$ cat src/key_unlock_pkg.sv
/*
 * constants shared by the backdoor key unlock block: key addresses, word
 * width, security field encodings and sequence states.
 * assumes a 16-bit cpu bus addressing flash by byte address.
 */
package key_unlock_pkg;

    localparam int          KEY_WORDS        = 4;
    localparam int          KEY_WIDTH        = 16;
    localparam int          ADDR_WIDTH       = 16;
    localparam int          KEY_IDX_WIDTH    = 3;
    localparam logic [15:0] KEY_BASE_ADDR    = 16'hFF00;
    localparam logic [15:0] KEY_LAST_ADDR    = 16'hFF06;
    localparam logic [15:0] KEY_ALL_ZERO     = 16'h0000;
    localparam logic [15:0] KEY_ALL_ONE      = 16'hFFFF;
    localparam logic [1:0]  SEC_UNSECURE     = 2'h2;
    localparam logic [1:0]  KEYEN_ENABLED    = 2'h2;
    localparam logic [2:0]  KEY_COUNT_ZERO   = 3'h0;
    localparam logic [2:0]  KEY_COUNT_ONE    = 3'h1;
    localparam logic [2:0]  KEY_COUNT_FULL   = 3'h4;

    typedef enum logic [1:0]
    {
        ST_IDLE,
        ST_ACCESS,
        ST_LOCKED,
        ST_UNSECURED
    } seq_state_t;

endpackage

$ cat src/key_write_if.sv
/*
 * interface carrying one checked key write from the checker to the
 * sequence tracker.
 * assumes both ends share the block clock.
 */
`timescale 1ns/1ps
`default_nettype none

interface key_write_if;
    import key_unlock_pkg::*;

    logic                     hit;
    logic [KEY_IDX_WIDTH-1:0] index;
    logic                     in_range;
    logic                     word_match;
    logic                     word_legal;

    modport checker_end
    (
        output hit,
        output index,
        output in_range,
        output word_match,
        output word_legal
    );
    modport seq_end
    (
        input hit,
        input index,
        input in_range,
        input word_match,
        input word_legal
    );
endinterface

`default_nettype wire

$ cat src/key_word_check.sv
/*
 * combinational check of one cpu write against the stored key words.
 * assumes the stored keys are stable while key access is enabled.
 */
`timescale 1ns/1ps
`default_nettype none

module key_word_check
    import key_unlock_pkg::*;
(
    input  wire logic                              wr_en,
    input  wire logic [ADDR_WIDTH-1:0]             wr_addr,
    input  wire logic [KEY_WIDTH-1:0]              wr_data,
    input  wire logic [KEY_WORDS*KEY_WIDTH-1:0]    stored_keys,
    key_write_if.checker_end                       chk
);

    // ***************************************************************
    // key window decode
    // ***************************************************************
    logic [ADDR_WIDTH-1:0] offset;
    logic [KEY_WIDTH-1:0]  stored_word;

    assign offset       = wr_addr - KEY_BASE_ADDR;
    assign chk.in_range = (wr_addr >= KEY_BASE_ADDR) && (wr_addr <= KEY_LAST_ADDR)
                          && !wr_addr[0];
    assign chk.index    = offset[KEY_IDX_WIDTH:1];
    assign chk.hit      = wr_en && chk.in_range;
    assign stored_word  = stored_keys[chk.index[1:0]*KEY_WIDTH +: KEY_WIDTH];

    assign chk.word_match = (wr_data == stored_word);                      // [RULE1]
    assign chk.word_legal = (wr_data != KEY_ALL_ZERO) && (wr_data != KEY_ALL_ONE); // [RULE12]

endmodule

`default_nettype wire

$ cat src/key_seq_tracker.sv
/*
 * running record of one key sequence: word count, expected index,
 * accumulated verdict and back-to-back write detection.
 * assumes it is cleared by the sequencer at the start of each sequence.
 */
`timescale 1ns/1ps
`default_nettype none

module key_seq_tracker
    import key_unlock_pkg::*;
(
    input  wire logic                     clk,
    input  wire logic                     rst,
    input  wire logic                     ce,
    input  wire logic                     clear,
    key_write_if.seq_end                  kw,
    output var  logic [KEY_IDX_WIDTH-1:0] count,
    output var  logic                     all_good,
    output var  logic                     violation
);

    typedef struct packed
    {
        logic [KEY_IDX_WIDTH-1:0] count;
        logic                     all_good;
        logic                     prev_hit;
    } trk_t;

    trk_t trk_reg;
    trk_t trk_next;

    // ***************************************************************
    // per-write checks
    // ***************************************************************
    always_comb
    begin
        trk_next  = trk_reg;
        violation = 1'b0;
        if (clear)
        begin
            trk_next.count    = KEY_COUNT_ZERO;
            trk_next.all_good = 1'b1;
            trk_next.prev_hit = 1'b0;
        end
        else
        begin
            trk_next.prev_hit = kw.hit;
            if (kw.hit)
            begin
                if (trk_reg.count >= KEY_COUNT_FULL)
                    violation = 1'b1;                                      // [RULE11]
                if (kw.index != trk_reg.count)
                    violation = 1'b1;                                      // [RULE10]
                if (!kw.word_legal)
                    violation = 1'b1;                                      // [RULE12]
                if (trk_reg.prev_hit)
                    violation = 1'b1;                                      // [RULE14]
                // a mismatch is only acted on when access closes
                trk_next.all_good = trk_reg.all_good & kw.word_match;      // [RULE20]
                trk_next.count    = trk_reg.count + KEY_COUNT_ONE;         // [RULE20]
            end
        end
    end

    always_ff @(posedge clk)
    begin
        if (rst)
            trk_reg <= '{count: KEY_COUNT_ZERO, all_good: 1'b1, prev_hit: 1'b0};
        else if (ce)
            trk_reg <= trk_next;
    end

    assign count    = trk_reg.count;
    assign all_good = trk_reg.all_good;

endmodule

`default_nettype wire

$ cat src/flash_backdoor_key_unlock.sv
/*
 * security state machine for backdoor key unsecuring of the flash.
 * assumes cpu writes arrive as one-cycle strobes on clk, and that the
 * stored keys, security byte and key enable field come from flash.
 */
// Overview of operation
// (RULE1) with key access on, a key-address write is compared with the stored key
// (RULE2) software writes the four key words in ascending address order
// (RULE3) four matching words unsecure the part and force the unsecure state
// (RULE4) while key access is on, flash reads return invalid data
// (RULE5) backdoor unsecuring is possible only with the key enable field enabled
// (RULE6) software sets key access, writes four words, then clears key access
// (RULE7) any illegal operation during the sequence locks the state machine
// (RULE8) reset releases the lock so a new attempt can be made
// (RULE9) any mismatching word locks
// (RULE10) words out of address order lock
// (RULE11) a fifth or later key write locks
// (RULE12) a key word of all zeros or all ones locks
// (RULE13) clearing key access before four words are written locks
// (RULE14) key writes on consecutive cycles lock
// (RULE15) unlock never changes the stored security byte; reset re-derives state
// (RULE16) the stored key words are left unchanged
// (RULE17) program and erase protection settings are untouched
// (RULE18) debug-port key writes in special single-chip mode never unsecure
// (RULE19) once unsecured, software may reprogram the stored keys
// (RULE20) keep a word count and verdict, judge only when access clears
`timescale 1ns/1ps
`default_nettype none

module flash_backdoor_key_unlock
    import key_unlock_pkg::*;
(
    input  wire logic                           clk,
    input  wire logic                           rst,
    input  wire logic                           ce,
    input  wire logic                           key_access_enable,
    input  wire logic                           wr_en,
    input  wire logic [ADDR_WIDTH-1:0]          wr_addr,
    input  wire logic [KEY_WIDTH-1:0]           wr_data,
    input  wire logic                           wr_from_debug,
    input  wire logic                           special_single_chip,
    input  wire logic [KEY_WORDS*KEY_WIDTH-1:0] stored_keys,
    input  wire logic [1:0]                     stored_security_field,
    input  wire logic [1:0]                     backdoor_enable_field,
    output logic      [1:0]                     security_state_field,
    output logic                                unsecured,
    output logic                                locked,
    output logic                                read_invalid,
    output logic                                key_program_allow
);

    // ***************************************************************
    // state
    // ***************************************************************
    typedef struct packed
    {
        seq_state_t st;
        logic       kacc_d;
        logic       loaded;
        logic [1:0] sec;
        logic       rd_inv;
        logic       unsec;
        logic       lock;
    } state_t;

    state_t s_reg;
    state_t s_next;

    key_write_if kw ();

    logic [KEY_IDX_WIDTH-1:0] count;
    logic                     all_good;
    logic                     violation;
    logic                     trk_clear;
    logic                     valid_wr;

    // debug-port writes in special single-chip mode are dropped from the
    // compare path entirely, so they can never complete a sequence
    assign valid_wr = wr_en && key_access_enable
                      && !(wr_from_debug && special_single_chip);          // [RULE18]

    key_word_check u_check
    (
        .wr_en       (valid_wr),
        .wr_addr     (wr_addr),
        .wr_data     (wr_data),
        .stored_keys (stored_keys),
        .chk         (kw.checker_end)
    );

    key_seq_tracker u_track
    (
        .clk       (clk),
        .rst       (rst),
        .ce        (ce),
        .clear     (trk_clear),
        .kw        (kw.seq_end),
        .count     (count),
        .all_good  (all_good),
        .violation (violation)
    );

    // ***************************************************************
    // sequencer
    // ***************************************************************
    always_comb
    begin
        s_next        = s_reg;
        trk_clear     = 1'b0;
        s_next.kacc_d = key_access_enable;
        if (!s_reg.loaded)
        begin
            // security comes from the stored byte after every reset
            s_next.sec    = stored_security_field;                         // [RULE15]
            s_next.loaded = 1'b1;
        end
        unique case (s_reg.st)
            ST_IDLE:
            begin
                trk_clear = 1'b1;
                if (key_access_enable && !s_reg.kacc_d)
                    s_next.st = ST_ACCESS;                                 // [RULE1]
            end
            ST_ACCESS:
            begin
                if (violation)
                    s_next.st = ST_LOCKED;                                 // [RULE7]
                else if (!key_access_enable)
                begin
                    if (count != KEY_COUNT_FULL)
                        s_next.st = ST_LOCKED;                             // [RULE13]
                    else if (!all_good)
                        s_next.st = ST_LOCKED;                             // [RULE9]
                    else if (backdoor_enable_field != KEYEN_ENABLED)
                        s_next.st = ST_IDLE;                               // [RULE5]
                    else
                    begin
                        s_next.st  = ST_UNSECURED;                         // [RULE20]
                        s_next.sec = SEC_UNSECURE;                         // [RULE3]
                    end
                end
            end
            ST_LOCKED:
                s_next.st = ST_LOCKED;                                     // [RULE8]
            ST_UNSECURED:
                s_next.sec = SEC_UNSECURE;                                 // [RULE3]
        endcase
        s_next.rd_inv = key_access_enable;                                 // [RULE4]
        s_next.lock   = (s_next.st == ST_LOCKED);
        s_next.unsec  = (s_next.st == ST_UNSECURED);
    end

    always_ff @(posedge clk)
    begin
        if (rst)
            s_reg <= '{st: ST_IDLE, kacc_d: 1'b0, loaded: 1'b0, sec: 2'h0,
                       rd_inv: 1'b0, unsec: 1'b0, lock: 1'b0};             // [RULE8]
        else if (ce)
            s_reg <= s_next;
    end

    // ***************************************************************
    // outputs
    // ***************************************************************
    // the block only reports state; it has no write path to stored keys,
    // security byte or protection register, so none can be altered
    assign security_state_field = s_reg.sec;                               // [RULE15] [RULE16] [RULE17]
    assign unsecured            = s_reg.unsec;
    assign locked               = s_reg.lock;
    assign read_invalid         = s_reg.rd_inv;                            // [RULE4]
    assign key_program_allow    = s_reg.unsec;                             // [RULE19]

    // ***************************************************************
    // checks
    // ***************************************************************
    a_lock_sticks: assert property (@(posedge clk) disable iff (rst)
        ce && locked |=> locked)                                           // [RULE8]
        else $error("lock state left without reset");

    a_b2b_locks: assert property (@(posedge clk) disable iff (rst)
        ce && s_reg.st == ST_ACCESS && kw.hit && $past(kw.hit) && $past(ce)
        && $past(s_reg.st) == ST_ACCESS |=> locked)                        // [RULE14]
        else $error("back to back key writes did not lock");

    a_bad_word_locks: assert property (@(posedge clk) disable iff (rst)
        ce && s_reg.st == ST_ACCESS && kw.hit && !kw.word_legal
        |=> locked)                                                        // [RULE12]
        else $error("all zero or all one key did not lock");

    a_order_locks: assert property (@(posedge clk) disable iff (rst)
        ce && s_reg.st == ST_ACCESS && kw.hit && kw.index != count
        |=> locked)                                                        // [RULE10]
        else $error("out of order key did not lock");

    a_early_clear: assert property (@(posedge clk) disable iff (rst)
        ce && s_reg.st == ST_ACCESS && !key_access_enable
        && count != KEY_COUNT_FULL |=> locked)                             // [RULE13]
        else $error("early key access clear did not lock");

    a_unsec_field: assert property (@(posedge clk) disable iff (rst)
        unsecured |-> security_state_field == SEC_UNSECURE)                // [RULE3]
        else $error("unsecured without unsecure field");

    a_keyen_gate: assert property (@(posedge clk) disable iff (rst)
        ce && !unsecured && backdoor_enable_field != KEYEN_ENABLED
        |=> !unsecured)                                                    // [RULE5]
        else $error("unsecured with backdoor disabled");

    a_read_inv: assert property (@(posedge clk) disable iff (rst)
        ce && key_access_enable |=> read_invalid)                          // [RULE4]
        else $error("reads not invalid during key access");

    a_debug_ignored: assert property (@(posedge clk) disable iff (rst)
        wr_en && wr_from_debug && special_single_chip |-> !kw.hit)         // [RULE18]
        else $error("debug write reached key compare");

endmodule

`default_nettype wire

$ cat config.mk
export PLATFORM = sky130hd
export DESIGN_NAME = flash_backdoor_key_unlock
export DESIGN_NICKNAME = d
export VERILOG_FILES = /design/src/key_unlock_pkg.sv /design/src/key_write_if.sv /design/src/key_word_check.sv /design/src/key_seq_tracker.sv /design/src/flash_backdoor_key_unlock.sv
export SDC_FILE = /design/constraint.sdc
export NUM_CORES = 1
export LEC_CHECK = 0
export ABC_AREA = 1
export BUFFER_PORTS_ARGS = -buffer_cell sky130_fd_sc_hd__buf_2
export CORE_AREA = 2 2 64 78
export CTS_CLUSTER_DIAMETER = 50
export CTS_CLUSTER_SIZE = 25
export DETAILED_ROUTE_END_ITERATION = 10
export DIE_AREA = 0 0 66 80
export PLACE_DENSITY = 0.74
export SLEW_MARGIN = 10
export SYNTH_ARGS = -nofsm -noshare
export SYNTH_HDL_FRONTEND = slang
export SYNTH_SLANG_ARGS = --single-unit
export TNS_END_PERCENT = 5
$ cat constraint.sdc
create_clock -name clk -period 1.35 [get_ports clk]
set_input_delay 0.27 -clock clk [delete_from_list [all_inputs] [get_ports clk]]
set_output_delay 0.27 -clock clk [all_outputs]
set_load 0.02 [all_outputs]
==> results of run 1 <==
cell type report:
cell class	count	area (sq um)	area share, %
clock buffer	4	45.0	1.85
multi-input combinational	261	1200	49.2
inverter	23	93.8	3.86
timing repair buffer	134	762	31.3
sequential	13	262	10.8
tap	58	72.6	2.98
how the worst max path moves through the flow:
stage	startpoint	to	slack, ns
2_1_floorplan	wr_addr[1]	u_track.all_good$_SDFFE_PP1P_	0.06
3_3_place_gp	wr_addr[1]	u_track.all_good$_SDFFE_PP1P_	-0.27
3_5_place_dp	wr_addr[1]	u_track.all_good$_SDFFE_PP1P_	-0.27
4_1_cts	wr_addr[1]	u_track.all_good$_SDFFE_PP1P_	0.01
5_1_grt	wr_addr[2]	u_track.all_good$_SDFFE_PP1P_	-0.14
6_report	u_track.count[0]$_SDFFE_PP0P_	locked$_SDFFE_PP0P_	0.03
placed cells by master (no fill, tap or decap), drive strengths merged:
cell	netlist	layout
buf	14	133
clkbuf	1	5
a41oi	1	1
nand3	37	37
nor4	1	1
nor2	37	37
a31oi	1	1
nor3	2	2
ha	2	2
nand3b	2	2
or2	1	1
dfxtp	13	13
o211ai	1	1
a21oi	13	13
xor2	2	2
nand4	4	4
inv	23	23
o21ai	11	11
nand2	136	136
xnor2	9	9
a41o	1	1
what timing repair did:
item                                    in CTS  in global routing
gates cloned                                 0                  1
gates resized for setup                      1                 10
endpoints found under the setup margin       1                  9
pin swaps                                    0                  6
through the flow:
step	hold slack [ns]	total power [uW]	util, %
detailed placement	0.463	993	51.5
floorplan	0.429	747	-
CTS	0.290	1350	52.5
finish	0.288	1360	53.7
global route	0.320	1460	53.7
global placement	0.451	986	51.5
power groups by stage:
stage / combinational [uW] / sequential [uW] / clock [uW]
after detailed placement: 577 / 417 / 0
final: 595 / 409 / 358
after global routing: 670 / 410 / 375
after global placement: 569 / 416 / 0
after CTS: 581 / 409 / 362
after floorplan: 327 / 420 / 0
cell usage after synthesis, drive strengths merged:
cell type / count
dfxtp: 13
nand2: 136
ha: 2
a41oi: 1
nor3: 2
a41o: 1
nand4: 4
nor2: 37
clkbuf: 1
buf: 14
xnor2: 9
o21ai: 11
inv: 23
nor4: 1
nand3: 37
nand3b: 2
a21oi: 13
xor2: 2
or2: 1
o211ai: 1
a31oi: 1
metal layers:
layer | vias to the layer above | wire length (um)
met4 | 0 | 126
li1 | 1237 | -
met3 | 14 | 494
met2 | 103 | 2740
met1 | 1020 | 2070
met5 | - | 0
critical path: stages (launching register included):
cell     delay (ns)
dfxtp_2        0.33
inv_1          0.04
ha_1           0.21
a41oi_1        0.20
nor2_1         0.06
a21oi_1        0.22
nand3_2        0.09
a21oi_1        0.11
cell families (layout without fill, tap and decap cells):
kind of cell | after synthesis | in the layout
flops | 13 | 13
simple gates | 220 | 220
xor+xnor | 11 | 11
fa+ha+maj | 2 | 2
compound gates | 28 | 28
buf+inv | 38 | 161
==> impl_metrics.ini, run 1 <==
[power_and_ir_drop]
powerDensity_nw_per_um2 = 560
clock_power_share_pct = 26.3
p_int_uw = 897
p_seq_share_pct = 30.0
peakVddDrop_uv = 551
swShare_pct = 34.2
p_leak_uw = 0.00137
p_sw_uw = 465
combPwrFrac_pct = 43.7

[route]
first_iter_violations = 114
drtAntennaViolNets = 0
finalWirelength_um = 5430
vias = 2374
remaining_drc_errors = 0
wl_per_cell_um = 11.0
drt_pass1_iterations = 4
viasPerCell = 4.82

[sta]
relSlewSlack_pct = 77.0
finClkSkew_ns = 0.00250
max_slew.worst_pin.slew_ns = 0.342
hold_viol = 0
setup_ws_ns = 0.0274
drv_slew = 0
fin_tns_setup_ns = 0
timing.fmax_mhz = 756
layout_min_cycle_time_ns = 1.32
rsz0062_at_grt = true
fin_crit_sh_pct = 98.0
setup_violations = 0

[grt]
top_usage_layer = met2
use_met1_pct = 20.7
grt_max_degree = 34
overflow = 0
grt_pass1_wl_um = 8510
antenna_found_initial = 0
grt_util_met3_pct = 2.68
grt_pass1_vias = 2138
grtUsageTotal_pct = 20.0
use_met2_pct = 38.8

[logic_synthesis]
syn_area_sq_um = 1660
yosys.area.top_type = nand2_1
ys_types = 26
ys_ff_latch = 13
synthTopCellsByArea = nand2_1 31%, dfxtp_1 16%, nand3_1 11%, nor2_1 8.4%, buf_6 4.8%
syn_inst = 312
synth_xor_xnor_area_share_pct = 5.81
synthMuxAreaShare_pct = 0
yosys_warnings = 0
synth_area_per_cell_sq_um = 5.32
syn-num-nets = 421
synth-simple-area-share_pct = 54.4
synth_top_family_by_area = simple AND/OR/NAND/NOR gates
synth_compound_area_share_pct = 9.20
yosys.area.top_type_share_pct = 30.8
ys_seq_area_share_pct = 15.7
synth_fa_ha_area_share_pct = 1.51

[floorplanning]
start_util_pct = 36.7
rows = 27
die_width_um = 66
core_area_sq_um = 4530
die_y_um = 80
ios = 113
die_area_sq_um = 5280

[setup_path]
crit_required_ns = 1.54
r2r-end = locked$_SDFFE_PP0P_
timing.rr.start = u_track.count[0]$_SDFFE_PP0P_
crit_arrival_ns = 1.51
rr_worst_depth = 7
end_kind = flip-flop
critPathLaunchType = flip-flop
critical_path_class = reg2reg
worstPathMaxFanout = 2
ff2ff_setup_slack_ns = 0.03

[cts]
clockBufferDepth = 2
cts_tree = yes
post_cts_buffers = 0
cts.clk_slew.worst_paths_ns = 0.06
holdBufCountCts = 0
htree_levels = 1
cts_buffers = 3
clock-sinks = 13
cts_root_buf = clkbuf_8
clock_latency_ns = 0.25

[final_layout]
layout-drive-gt1-share_pct = 34.0
area_delta_synth_final_pct = 46.6
post-route-cell-area_sq_um = 2430
num_antenna_cells = 0
nNetsFinal = 545
stdcell_count = 493
fill_cells = 473

[hold_path]
hold-path-endpoint = security_state_field[1]$_SDFFE_PP0P_
hold_start = stored_security_field[1]
min_path_cells = 3
min_path_type = in2reg

[placed_design]
port_buffers = 112
dp_hpwl_um = 4490
globalplace.congestion = 0.944
dp_slack_ns = -0.274
placed_area_sq_um = 2330
dp.cells = 488

[status]
status = complete, no violations

[flow_run]
maxCapViolCount = 0
No activity file was read; power rests on OpenSTA's default activity.
==> run 2: changes to the inputs <==
==> constraint.sdc (replaced) <==
create_clock -name clk -period 1.1 [get_ports clk]
set_input_delay 0.22 -clock clk [delete_from_list [all_inputs] [get_ports clk]]
set_output_delay 0.22 -clock clk [all_outputs]
set_load 0.02 [all_outputs]
==> impl_metrics.ini, run 2 (synthesis gave the netlist of run 1 again) <==
[grt]
grtUsageTotal_pct = 19.4
overflow = 0
grt_pass1_wl_um = 8250
antenna_found_initial = 0
grt_max_degree = 33
grt_pass1_vias = 2138

[route]
wl_per_cell_um = 10.5
remaining_drc_errors = 0
drt_pass1_iterations = 5
finalWirelength_um = 5320
first_iter_violations = 138
drtAntennaViolNets = 0
vias = 2392
viasPerCell = 4.74

[final_layout]
mostFrequentLayoutCell = nand2_1
layout-drive-gt1-share_pct = 38.5
area_delta_synth_final_pct = 54.1
fill_cells = 465
final_cell_mix = 133 x nand2_1, 111 x buf_2, 35 x nor2_1, 35 x nand3_1, 31 x buf_4
seq_area_sq_um = 265
nNetsFinal = 557
multi_input_area_sq_um = 1230
num_antenna_cells = 0
final_util_pct = 56.5
post-route-cell-area_sq_um = 2560

[setup_path]
critical_path_class = reg2reg
rr_worst_depth = 10
crit_required_ns = 1.24
ff2ff_setup_slack_ns = -0.23
critPathLaunch = u_track.count[1]$_SDFFE_PP0P_
path_cells = buf_6, xor2_1, nor2_2, nand3_2, nand2_2, nand2_1, nand2_1, nand2_2, nand3_2, a21oi_2
timing.rr.start = u_track.count[1]$_SDFFE_PP0P_
worstPathMaxFanout = 3
critPathMaxStageDelay_ns = 0.33
r2r-end = locked$_SDFFE_PP0P_
cp_slowest_cell = dfxtp_2
crit_arrival_ns = 1.47
critPathLaunchType = flip-flop
end_kind = flip-flop

[cts]
cts_root_buf = clkbuf_8
clock_latency_ns = 0.25
cts_buffers = 3
clock-sinks = 13
htree_levels = 1
clockBufferDepth = 2
cts_tree = yes
cts.clk_slew.worst_paths_ns = 0.05
post_cts_buffers = 0

[sta]
timing.fmax_mhz = 753
setup_violations = 9
layout_min_cycle_time_ns = 1.33
drv_slew = 0
finClkSkew_ns = 0.00115
relSlewSlack_pct = 78.3
fin_crit_sh_pct = 121
max_slew.worst_pin.slew_ns = 0.322
rsz0062_at_grt = true
hold_viol = 0
setup_ws_ns = -0.228
whs_ns = 0.233

[placed_design]
placed_area_sq_um = 2430
port_buffers = 112
dp_hpwl_um = 4330
globalplace.congestion = 0.912

[hold_path]
min_path_type = in2reg
hold_start = stored_security_field[1]
hold-path-endpoint = security_state_field[1]$_SDFFE_PP0P_
min_path_cells = 3

[power_and_ir_drop]
powerDensity_nw_per_um2 = 667
total_power_uw = 1710
peakVddDrop_uv = 713
p_leak_uw = 0.00143

[status]
status = finished, violations left
failed_checks = negative setup slack

[flow_run]
maxCapViolCount = 0

[floorplanning]
die_width_um = 66
core_area_sq_um = 4530
start_util_pct = 36.7
die_area_sq_um = 5280
rows = 27
die_y_um = 80
ios = 113
[run 2: timing repair]
item,4_1_cts,5_1_grt
hold buffers,0,0
resized for setup,11,15
pin swaps,10,8
setup endpoints to repair,11,11
[run 2: final cells by class]
cell class	count	area share, %
repair buffers	146	32.9
clock buffers	4	1.76
flip-flops and latches	13	10.4
multi-input cells	261	48.3
inverters	23	3.77
well taps	58	2.84
[run 2: routing by layer]
layer | vias up | part of all wire (%) | track usage [%]
met5 | - | 0 | 0
met4 | 0 | 3.0 | 8.78
met3 | 18 | 9.2 | 3.10
met2 | 108 | 49 | 38.7
met1 | 1007 | 38 | 19.0
li1 | 1259 | - | -
[run 2: worst max-delay path by stage]
stage,endpoint,slack (ns)
global route,locked$_SDFFE_PP0P_,-0.30
global placement,u_track.all_good$_SDFFE_PP1P_,-0.35
detailed placement,u_track.all_good$_SDFFE_PP1P_,-0.37
finish,locked$_SDFFE_PP0P_,-0.23
CTS,locked$_SDFFE_PP0P_,-0.19
floorplan,u_track.all_good$_SDFFE_PP1P_,-0.14
[run 2: per-stage QoR]
step / setup TNS, ns / std cells / setup WS (ns)
finish: -0.762 / 505 / -0.228
global route: -1.87 / 505 / -0.303
CTS: -0.599 / 505 / -0.193
detailed placement: -2.09 / 501 / -0.369
global placement: -1.86 / 501 / -0.348
floorplan: -0.876 / 312 / -0.139
[run 2: worst max-delay path, delay by kind of cell (launching register included)]
family,cells,cell delay [ns]
simple gates,7,0.58
flops,1,0.33
xor+xnor,1,0.15
buf+inv,1,0.11
compound gates,1,0.05
[run 2: where the power goes]
group | total [uW] | switching [uW] | internal (uW)
Clock | 440 | 184 | 257
Sequential | 504 | 13.5 | 491
Combinational | 761 | 382 | 379
